--- src/pkg/prt_pkg.sv ---
`default_nettype none
package prt_pkg;
  localparam int          NS_W        = 32;
  localparam int          FRAC_W      = 20;
  localparam int          INC_W       = 26;
  localparam int          SEC_W       = 48;
  localparam int          SECT_ADDR_W = 8;
  localparam int          TX_SECT_W   = 3;
  localparam int          RX_SECT_W   = 4;
  localparam int          BUF_ADDR_W  = 12;
  localparam int          TS_BYTES    = 4;
  localparam logic [31:0] NS_PER_SEC  = 32'h3B9ACA00;
  localparam logic [31:0] MAX_STEP_NS = 32'h00000040;
  // 8 kHz: 125000 ns period, high for the first half
  localparam logic [31:0] TICK_PERIOD_NS = 32'h0001E848;
  localparam logic [31:0] TICK_HALF_NS   = 32'h0000F424;
  localparam logic [7:0]  TS_OFFSET      = 8'hFC;

  typedef struct packed {
    logic                  we;
    logic [BUF_ADDR_W-1:0] addr;
    logic [7:0]            data;
  } prt_buf_wr_t;

  typedef enum logic [1:0] {
    ST_IDLE  = 2'b01,
    ST_WRITE = 2'b10
  } prt_stamp_st_t;

  // Reduce a sum below one second; msb returns the seconds carry
  function automatic logic [NS_W:0] prt_ns_mod(input logic [NS_W:0] sum);
    logic [NS_W:0] res;
    res = sum;
    if (sum >= {1'b0, NS_PER_SEC}) begin
      res = {1'b1, sum[NS_W-1:0] - NS_PER_SEC};
    end
    return res;
  endfunction : prt_ns_mod
endpackage : prt_pkg
`default_nettype wire

--- src/logic/prt_rtc_timestamp.sv ---
`default_nettype none
// Function
// - Nanoseconds count is 32 bits and returns to zero after one second.
// - 48-bit seconds advance on nanosecond rollover, wrapping only at full.
// - Increment unit is one 2^20th of a nanosecond.
// - A 20-bit fraction extends nanoseconds as one accumulator.
// - Increment is 26 bits: top 6 to ns, low 20 to fraction.
// - Every clock, accumulator becomes its value plus current increment.
// - Accumulator starts at zero after reset, then advances smoothly.
// - Largest step per cycle is 64 ns, enough for 40 ns periods.
// - Synchronised nanoseconds is controlled count plus offset, every clock.
// - Seconds advance on synchronised rollover, plus a seconds offset.
// - An 8 kHz tick derives from synchronised nanoseconds.
// - A PTP Ethertype frame, sent or received, gets a timestamp if it starts while its stamp writer is not busy.
// - Timestamps sample the controlled count, never the synchronised one.
// - Timestamps go into the packet buffer beside their frame.
// - Everything runs on the single reference clock.
// - Transmit stamp taken at start, written to bytes FC-FF after end.
// - A second 32-bit nanosecond output counts to all ones before wrapping.
module prt_rtc_timestamp
  import prt_pkg::*;
(
  input  wire logic                 mclk_i,
  input  wire logic                 sys_rst_i,
  input  wire logic [INC_W-1:0]     inc_i,
  input  wire logic [NS_W-1:0]      off_ns_i,
  input  wire logic [SEC_W-1:0]     off_sec_i,
  input  wire logic                 off_load_i,
  input  wire logic                 tx_start_i,
  input  wire logic                 tx_end_i,
  input  wire logic                 tx_ptp_i,
  input  wire logic [TX_SECT_W-1:0] tx_sect_i,
  input  wire logic                 rx_start_i,
  input  wire logic                 rx_end_i,
  input  wire logic                 rx_ptp_i,
  input  wire logic [RX_SECT_W-1:0] rx_sect_i,
  output logic [NS_W-1:0]           rtc_ns_o,
  output logic [SEC_W-1:0]          rtc_sec_o,
  output logic [NS_W-1:0]           rtc_ns_1722_o,
  output logic [NS_W-1:0]           cf_ns_o,
  output logic                      tick_8khz_o,
  output prt_buf_wr_t               tx_buf_wr_o,
  output prt_buf_wr_t               rx_buf_wr_o,
  output logic                      tx_stamp_busy_o,
  output logic                      rx_stamp_busy_o
);
  logic [NS_W-1:0]   cf_ns_ff;
  logic [FRAC_W-1:0] cf_frac_ff;
  logic [SEC_W-1:0]  cf_sec_ff;
  logic [NS_W-1:0]   off_ns_ff;
  logic [SEC_W-1:0]  off_sec_ff;
  logic [NS_W-1:0]   sync_ns_ff;
  logic [SEC_W-1:0]  sync_sec_ff;
  logic [NS_W-1:0]   ns_1722_ff;
  logic              tick_ff;

  logic [FRAC_W:0]   frac_sum;
  logic [NS_W:0]     ns_raw;
  logic [NS_W:0]     ns_wrapped;
  logic [NS_W:0]     sync_wrapped;
  logic [SEC_W-1:0]  nxt_sync_sec;
  logic [NS_W-1:0]   nxt_1722;
  logic              nxt_tick;

  // Fraction and nanoseconds added as one wide accumulator
  always_comb begin
    frac_sum   = {1'b0, cf_frac_ff} + {1'b0, inc_i[FRAC_W-1:0]};
    ns_raw     = {1'b0, cf_ns_ff}
               + (NS_W+1)'(inc_i[INC_W-1:FRAC_W])
               + (NS_W+1)'(frac_sum[FRAC_W]);
    ns_wrapped = prt_ns_mod(ns_raw);
  end

  // Controlled-frequency count, stepped every reference clock
  always_ff @(posedge mclk_i) begin
    if (sys_rst_i) begin
      cf_frac_ff <= 20'h00000;
      cf_ns_ff   <= 32'h00000000;
      cf_sec_ff  <= 48'h000000000000;
    end else begin
      cf_frac_ff <= frac_sum[FRAC_W-1:0];
      cf_ns_ff   <= ns_wrapped[NS_W-1:0];
      cf_sec_ff  <= cf_sec_ff + SEC_W'(ns_wrapped[NS_W]);
    end
  end

  // Both offsets latched on one strobe so no half correction shows
  always_ff @(posedge mclk_i) begin
    if (sys_rst_i) begin
      off_ns_ff  <= 32'h00000000;
      off_sec_ff <= 48'h000000000000;
    end else if (off_load_i) begin
      off_ns_ff  <= off_ns_i;
      off_sec_ff <= off_sec_i;
    end
  end

  always_comb begin
    sync_wrapped = prt_ns_mod({1'b0, cf_ns_ff} + {1'b0, off_ns_ff});
    nxt_sync_sec = cf_sec_ff + off_sec_ff
                 + SEC_W'(sync_wrapped[NS_W]);
    nxt_1722     = 32'(sync_sec_ff[31:0] * NS_PER_SEC) + sync_ns_ff;
    nxt_tick     = (sync_ns_ff % TICK_PERIOD_NS) < TICK_HALF_NS;
  end

  always_ff @(posedge mclk_i) begin
    if (sys_rst_i) begin
      sync_ns_ff  <= 32'h00000000;
      sync_sec_ff <= 48'h000000000000;
    end else begin
      sync_ns_ff  <= sync_wrapped[NS_W-1:0];
      sync_sec_ff <= nxt_sync_sec;
    end
  end

  always_ff @(posedge mclk_i) begin
    if (sys_rst_i) begin
      ns_1722_ff <= 32'h00000000;
      tick_ff    <= 1'b0;
    end else begin
      ns_1722_ff <= nxt_1722;
      tick_ff    <= nxt_tick;
    end
  end

  assign rtc_ns_o      = sync_ns_ff;
  assign rtc_sec_o     = sync_sec_ff;
  assign rtc_ns_1722_o = ns_1722_ff;
  assign cf_ns_o       = cf_ns_ff;
  assign tick_8khz_o   = tick_ff;

  // Offset is left to software when reading stamps
  prt_stamp_writer #(
    .SECT_W (TX_SECT_W)
  ) u_tx_stamp (
    .mclk_i    (mclk_i),
    .sys_rst_i (sys_rst_i),
    .start_i   (tx_start_i),
    .end_i     (tx_end_i),
    .ptp_i     (tx_ptp_i),
    .sect_i    (tx_sect_i),
    .cf_ns_i   (cf_ns_ff),
    .wr_o      (tx_buf_wr_o),
    .busy_o    (tx_stamp_busy_o)
  );

  prt_stamp_writer #(
    .SECT_W (RX_SECT_W)
  ) u_rx_stamp (
    .mclk_i    (mclk_i),
    .sys_rst_i (sys_rst_i),
    .start_i   (rx_start_i),
    .end_i     (rx_end_i),
    .ptp_i     (rx_ptp_i),
    .sect_i    (rx_sect_i),
    .cf_ns_i   (cf_ns_ff),
    .wr_o      (rx_buf_wr_o),
    .busy_o    (rx_stamp_busy_o)
  );
endmodule : prt_rtc_timestamp
`default_nettype wire

--- src/logic/prt_stamp_writer.sv ---
`default_nettype none
module prt_stamp_writer
  import prt_pkg::*;
#(
  parameter int SECT_W = 3
) (
  input  wire logic              mclk_i,
  input  wire logic              sys_rst_i,
  input  wire logic              start_i,
  input  wire logic              end_i,
  input  wire logic              ptp_i,
  input  wire logic [SECT_W-1:0] sect_i,
  input  wire logic [NS_W-1:0]   cf_ns_i,
  output prt_buf_wr_t            wr_o,
  output logic                   busy_o
);
  prt_stamp_st_t     st_ff;
  logic              armed_ff;
  logic [NS_W-1:0]   stamp_ff;
  logic [SECT_W-1:0] sect_ff;
  logic [1:0]        idx_ff;
  prt_buf_wr_t       wr_ff;
  logic              launch;

  assign launch = end_i && armed_ff && (st_ff == ST_IDLE);

  // Sample the smooth count at frame start, PTP frames only
  always_ff @(posedge mclk_i) begin
    if (sys_rst_i) begin
      armed_ff <= 1'b0;
      stamp_ff <= 32'h00000000;
    end else if (start_i && ptp_i && !busy_o) begin
      // A start while a stamp is held or written is ignored
      armed_ff <= 1'b1;
      stamp_ff <= cf_ns_i;
    end else if (launch) begin
      armed_ff <= 1'b0;
    end
  end

  always_ff @(posedge mclk_i) begin
    if (sys_rst_i) begin
      st_ff   <= ST_IDLE;
      sect_ff <= '0;
      idx_ff  <= 2'h0;
    end else begin
      case (st_ff)
        ST_IDLE: begin
          if (launch) begin
            st_ff   <= ST_WRITE;
            sect_ff <= sect_i;
            idx_ff  <= 2'h0;
          end
        end
        ST_WRITE: begin
          idx_ff <= idx_ff + 2'h1;
          if (idx_ff == 2'(TS_BYTES - 1)) begin
            st_ff <= ST_IDLE;
          end
        end
        default: st_ff <= ST_IDLE;
      endcase
    end
  end

  // One byte per cycle into the top four bytes, low byte first
  always_ff @(posedge mclk_i) begin
    if (sys_rst_i) begin
      wr_ff <= '0;
    end else begin
      wr_ff.we   <= (st_ff == ST_WRITE);
      wr_ff.addr <= BUF_ADDR_W'({sect_ff, TS_OFFSET | 8'(idx_ff)});
      wr_ff.data <= stamp_ff[8*idx_ff +: 8];
    end
  end

  assign wr_o   = wr_ff;
  assign busy_o = armed_ff || (st_ff != ST_IDLE);
endmodule : prt_stamp_writer
`default_nettype wire

--- config.mk ---
export PLATFORM = sky130hd
export DESIGN_NAME = prt_rtc_timestamp
export DESIGN_NICKNAME = d
export VERILOG_FILES = /design/src/pkg/prt_pkg.sv /design/src/logic/prt_rtc_timestamp.sv /design/src/logic/prt_stamp_writer.sv
export SDC_FILE = /design/constraint.sdc
export NUM_CORES = 2
export LEC_CHECK = 0
export ABC_AREA = 1
export BUFFER_PORTS_ARGS = -buffer_cell sky130_fd_sc_hd__buf_2
export CORE_UTILIZATION = 40
export DETAILED_ROUTE_END_ITERATION = 8
export RECOVER_POWER = 50
export SKIP_CTS_REPAIR_TIMING = 1
export SLEW_MARGIN = 40
export SYNTH_ARGS = -nofsm -noshare
export SYNTH_HDL_FRONTEND = slang
export SYNTH_SLANG_ARGS = --single-unit
--- constraint.sdc ---
create_clock -name mclk_i -period 15.5 [get_ports mclk_i]
set_clock_uncertainty 0.15 [all_clocks]
set_input_delay 0 -clock mclk_i [delete_from_list [all_inputs] [get_ports mclk_i]]
set_output_delay 0 -clock mclk_i [all_outputs]
set_load 0.05 [all_outputs]
==> results by group <==
Floorplan
  – CORE AREA: 85800 sq um
  – Full die area: 88400 sq um
  – Initial core utilization: 40.7%
  – Die height: 297 microns
  – Die width: 297 microns
  – Core Rows: 107
  – I/O pin cnt: 311

Clock network
  – CTS Root Cell: clkbuf_16
  – Clk buf depth: 3
  – TritonCTS Buffers: 49
  – CTS tree: yes
  – Worst-Skew Late Latency: 0.63 ns
  – Clk slew on worst S/H paths: 0.06 ns
  – H-tree levels: 2
  – Clock Sinks: 404

Global routing
  – Total grt overflow: 0
  – First-pass GRT wire length: 167000 microns
  – Initial antenna violation count: 11
  – Largest net degree at the start of global routing: 113
  – Vias in the first global route: 31400
  – GRT Resource Usage Total: 23.2%

Yosys
  – Synth area leaders: dfxtp_1 (23%), ha_1 (8.6%), nand2_1 (8.4%)
  – Ys async rst share: 0%
  – Post-Syn Instances: 5044
  – Top FF cell, synth: dfxtp_1
  – Sequential area share after synthesis: 23.2%
  – Netlist cell types: 77
  – Net count after synthesis: 5498
  – Post-synthesis cell area: 34900 sq um
  – Syn Area/Cell: 6.92 sq um
  – Share of the synthesized area in the top cell type: 23.2%
  – Area leader, netlist: dfxtp_1
  – #FFs+latches synth: 404
  – Post-synth EDFFs: 0
  – Synthesis Warnings: 0

Layout
  – Fillers: 8596
  – Layout cell share with drive strength beyond 1: 19.3%
  – FF+latch area: 8100 sq um
  – Area delta synth->final: 21.4%
  – Multi-input logic area: 23800 sq um
  – Final Util: 49.4%
  – # nets final: 6061
  – Final instance area: 42400 sq um

Detailed routing
  – Drt via density: 4.99
  – Initial DRC count: 2248
  – Total vias in the final route: 33900
  – Post-route DRC violation count: 0
  – Routed len/inst: 16.0 microns
  – Final WL: 109000 microns
  – Antenna violation net count after detailed routing: 0
  – DRT Pass-1 Iters: 6

Hold path
  – Hold Path Class: input pin to flip-flop

Setup path
  – Largest fanout on the critical path: 17
  – Crit-path max cell delay: 0.40 ns
  – CP Capture Type: flip-flop
  – WP buf/inv: 18
  – CP most frequent cell: nand2_1
  – Slowest cell on the critical path: dfxtp_2
  – Worst EP arrival: 14.84 ns
  – Critical Setup Path Class: flip-flop to flip-flop
  – Cell family with most CP delay: simple AND/OR/NAND/NOR gates
  – CP required: 15.84 ns
  – Startpoint types: flip-flop

STA
  – Setup Viol. Count Final: 0
  – Highest Clock Rate: 68.9 MHz
  – Hold WS: -0.0483 ns
  – Worst-margin pin slew: 0.826 ns
  – Final min period: 14.51 ns
  – Fin. max-slew vios: 0
  – Hold Fails Final Rpt: 50
  – Slew margin rel.: 44.8%
  – RSZ-0062 raised after global routing: yes
  – Final Cycle Share: 93.6%

Job
  – Number of max-cap violations: 0

Placed design
  – Routability Congestion: 0.910
  – Buffers on Ports: 309
  – DPL Wire Length: 82600 microns
  – Placed Area: 37700 sq um

Status
  – Status: finished with violations
  – Failing checks: hold timing
-- layer usage --
metal  share of wire [%]  global-route usage [%]
met1                  47                    31.3
met4                 1.8                    5.13
met5               0.067                       0
met2                  46                    38.4
met3                 4.6                    4.02
-- worst paths after layout --
path | startpoint | to | slack (ns) | cells past startpoint
min | off_load_i | off_ns_ff[9] | -0.05 | 4
max reg2reg | rtc_ns_o[24] | tick_8khz_o | 0.99 | 121
max | rtc_ns_o[24] | tick_8khz_o | 0.99 | 121
min reg2reg | u_tx_stamp.sect_ff[1] | u_tx_stamp.wr_o[17] | 0.28 | 2
-- placed cells by master, fill, tap and decap left out, types with 22 or more instances in the layout --
cell type	instances
clkbuf_1	106
inv_1	683
o21bai_1	22
nand3_2	39
nor2_4	50
xnor2_1	44
o21a_1	27
ha_1	239
o21ai_0	353
clkbuf_16	50
nand2_1	757
nand2_2	213
buf_2	209
nor2_2	46
nor2_1	633
dfxtp_1	397
dlygate4sd3_1	152
nand4_1	97
nand3_4	25
fa_1	93
xor2_1	127
nand2_4	103
buf_4	148
nor3_1	86
nand3_1	259
inv_2	60
a21oi_1	356
-- synth_stat cells, types with 5 or more instances --
library cell and number:
a31oi_1 11, buf_6 6, nor2_2 42, nand4_1 97, o21a_1 27, o21ai_0 355, nand2_2 192, buf_1 5
nand2_8 7, clkinv_2 7, nor4_1 12, ha_1 239, a21o_1 7, clkinv_1 12, o211ai_1 17, xor2_1 128
inv_1 694, inv_2 49, and2_1 6, nor2_4 30, clkinv_4 5, a21oi_2 5, nand3b_1 8, a21oi_4 6
nor3_1 87, buf_12 5, nand4_2 6, buf_4 21, nand2_4 96, nand3_4 13, xnor2_1 44, dfxtp_1 404
o21bai_1 22, o21ai_1 21, nand3_2 34, nor2_1 653, a21oi_1 358, o21ai_2 12, clkbuf_1 82, nand2_1 784
inv_4 9, fa_1 93, nand3_1 267
-- cells by family (layout without fill, tap and decap cells) --
logic type                 after synthesis  count (layout)  share of synthesized area [%]
AOI/OAI and AO/OA                      873             873                           13.8
DFF                                    404             404                           23.2
other                                    1               4                         0.0107
buffers and inverters                  905            1486                           10.8
adders and majority gates              332             332                           13.9
xor gates and xnor gates               175             175                           4.49
and+or+nand+nor                       2354            2376                           33.9
-- stage by stage --
step | cells | setup TNS (ns) | worst slack [ns] | hold slack (ns)
6_report | 6794 | 0 | 0.993 | -0.0483
5_1_grt | 6793 | -0.257 | -0.257 | -0.00574
4_1_cts | 6530 | 0 | 0.136 | -0.580
3_5_place_dp | 6439 | 0 | 0.193 | 0.0786
3_3_place_gp | 6438 | 0 | 0.569 | 0.0731
2_1_floorplan | 5044 | 0 | 1.99 | -0.0151
-- layout make-up --
type	instances	share of cell area (%)
Antenna cell	3	0.0177
Clock buffer	65	3.30
Clock inverter	26	1.09
Inverter	779	7.13
Multi-Input combinational cell	3757	56.2
Sequential cell	404	19.1
Tap cell	1144	3.38
Timing Repair Buffer	616	9.81
-- tightest hold or removal path, cell delays in order --
cell and delay, ns:
buf_2 0.10, buf_6 0.27, o21ai_0 0.24, nor2_1 0.04
Power is left out: the tool's default activity adds up to more than one toggle a clock period on the data nets, which glitch-free logic cannot reach.
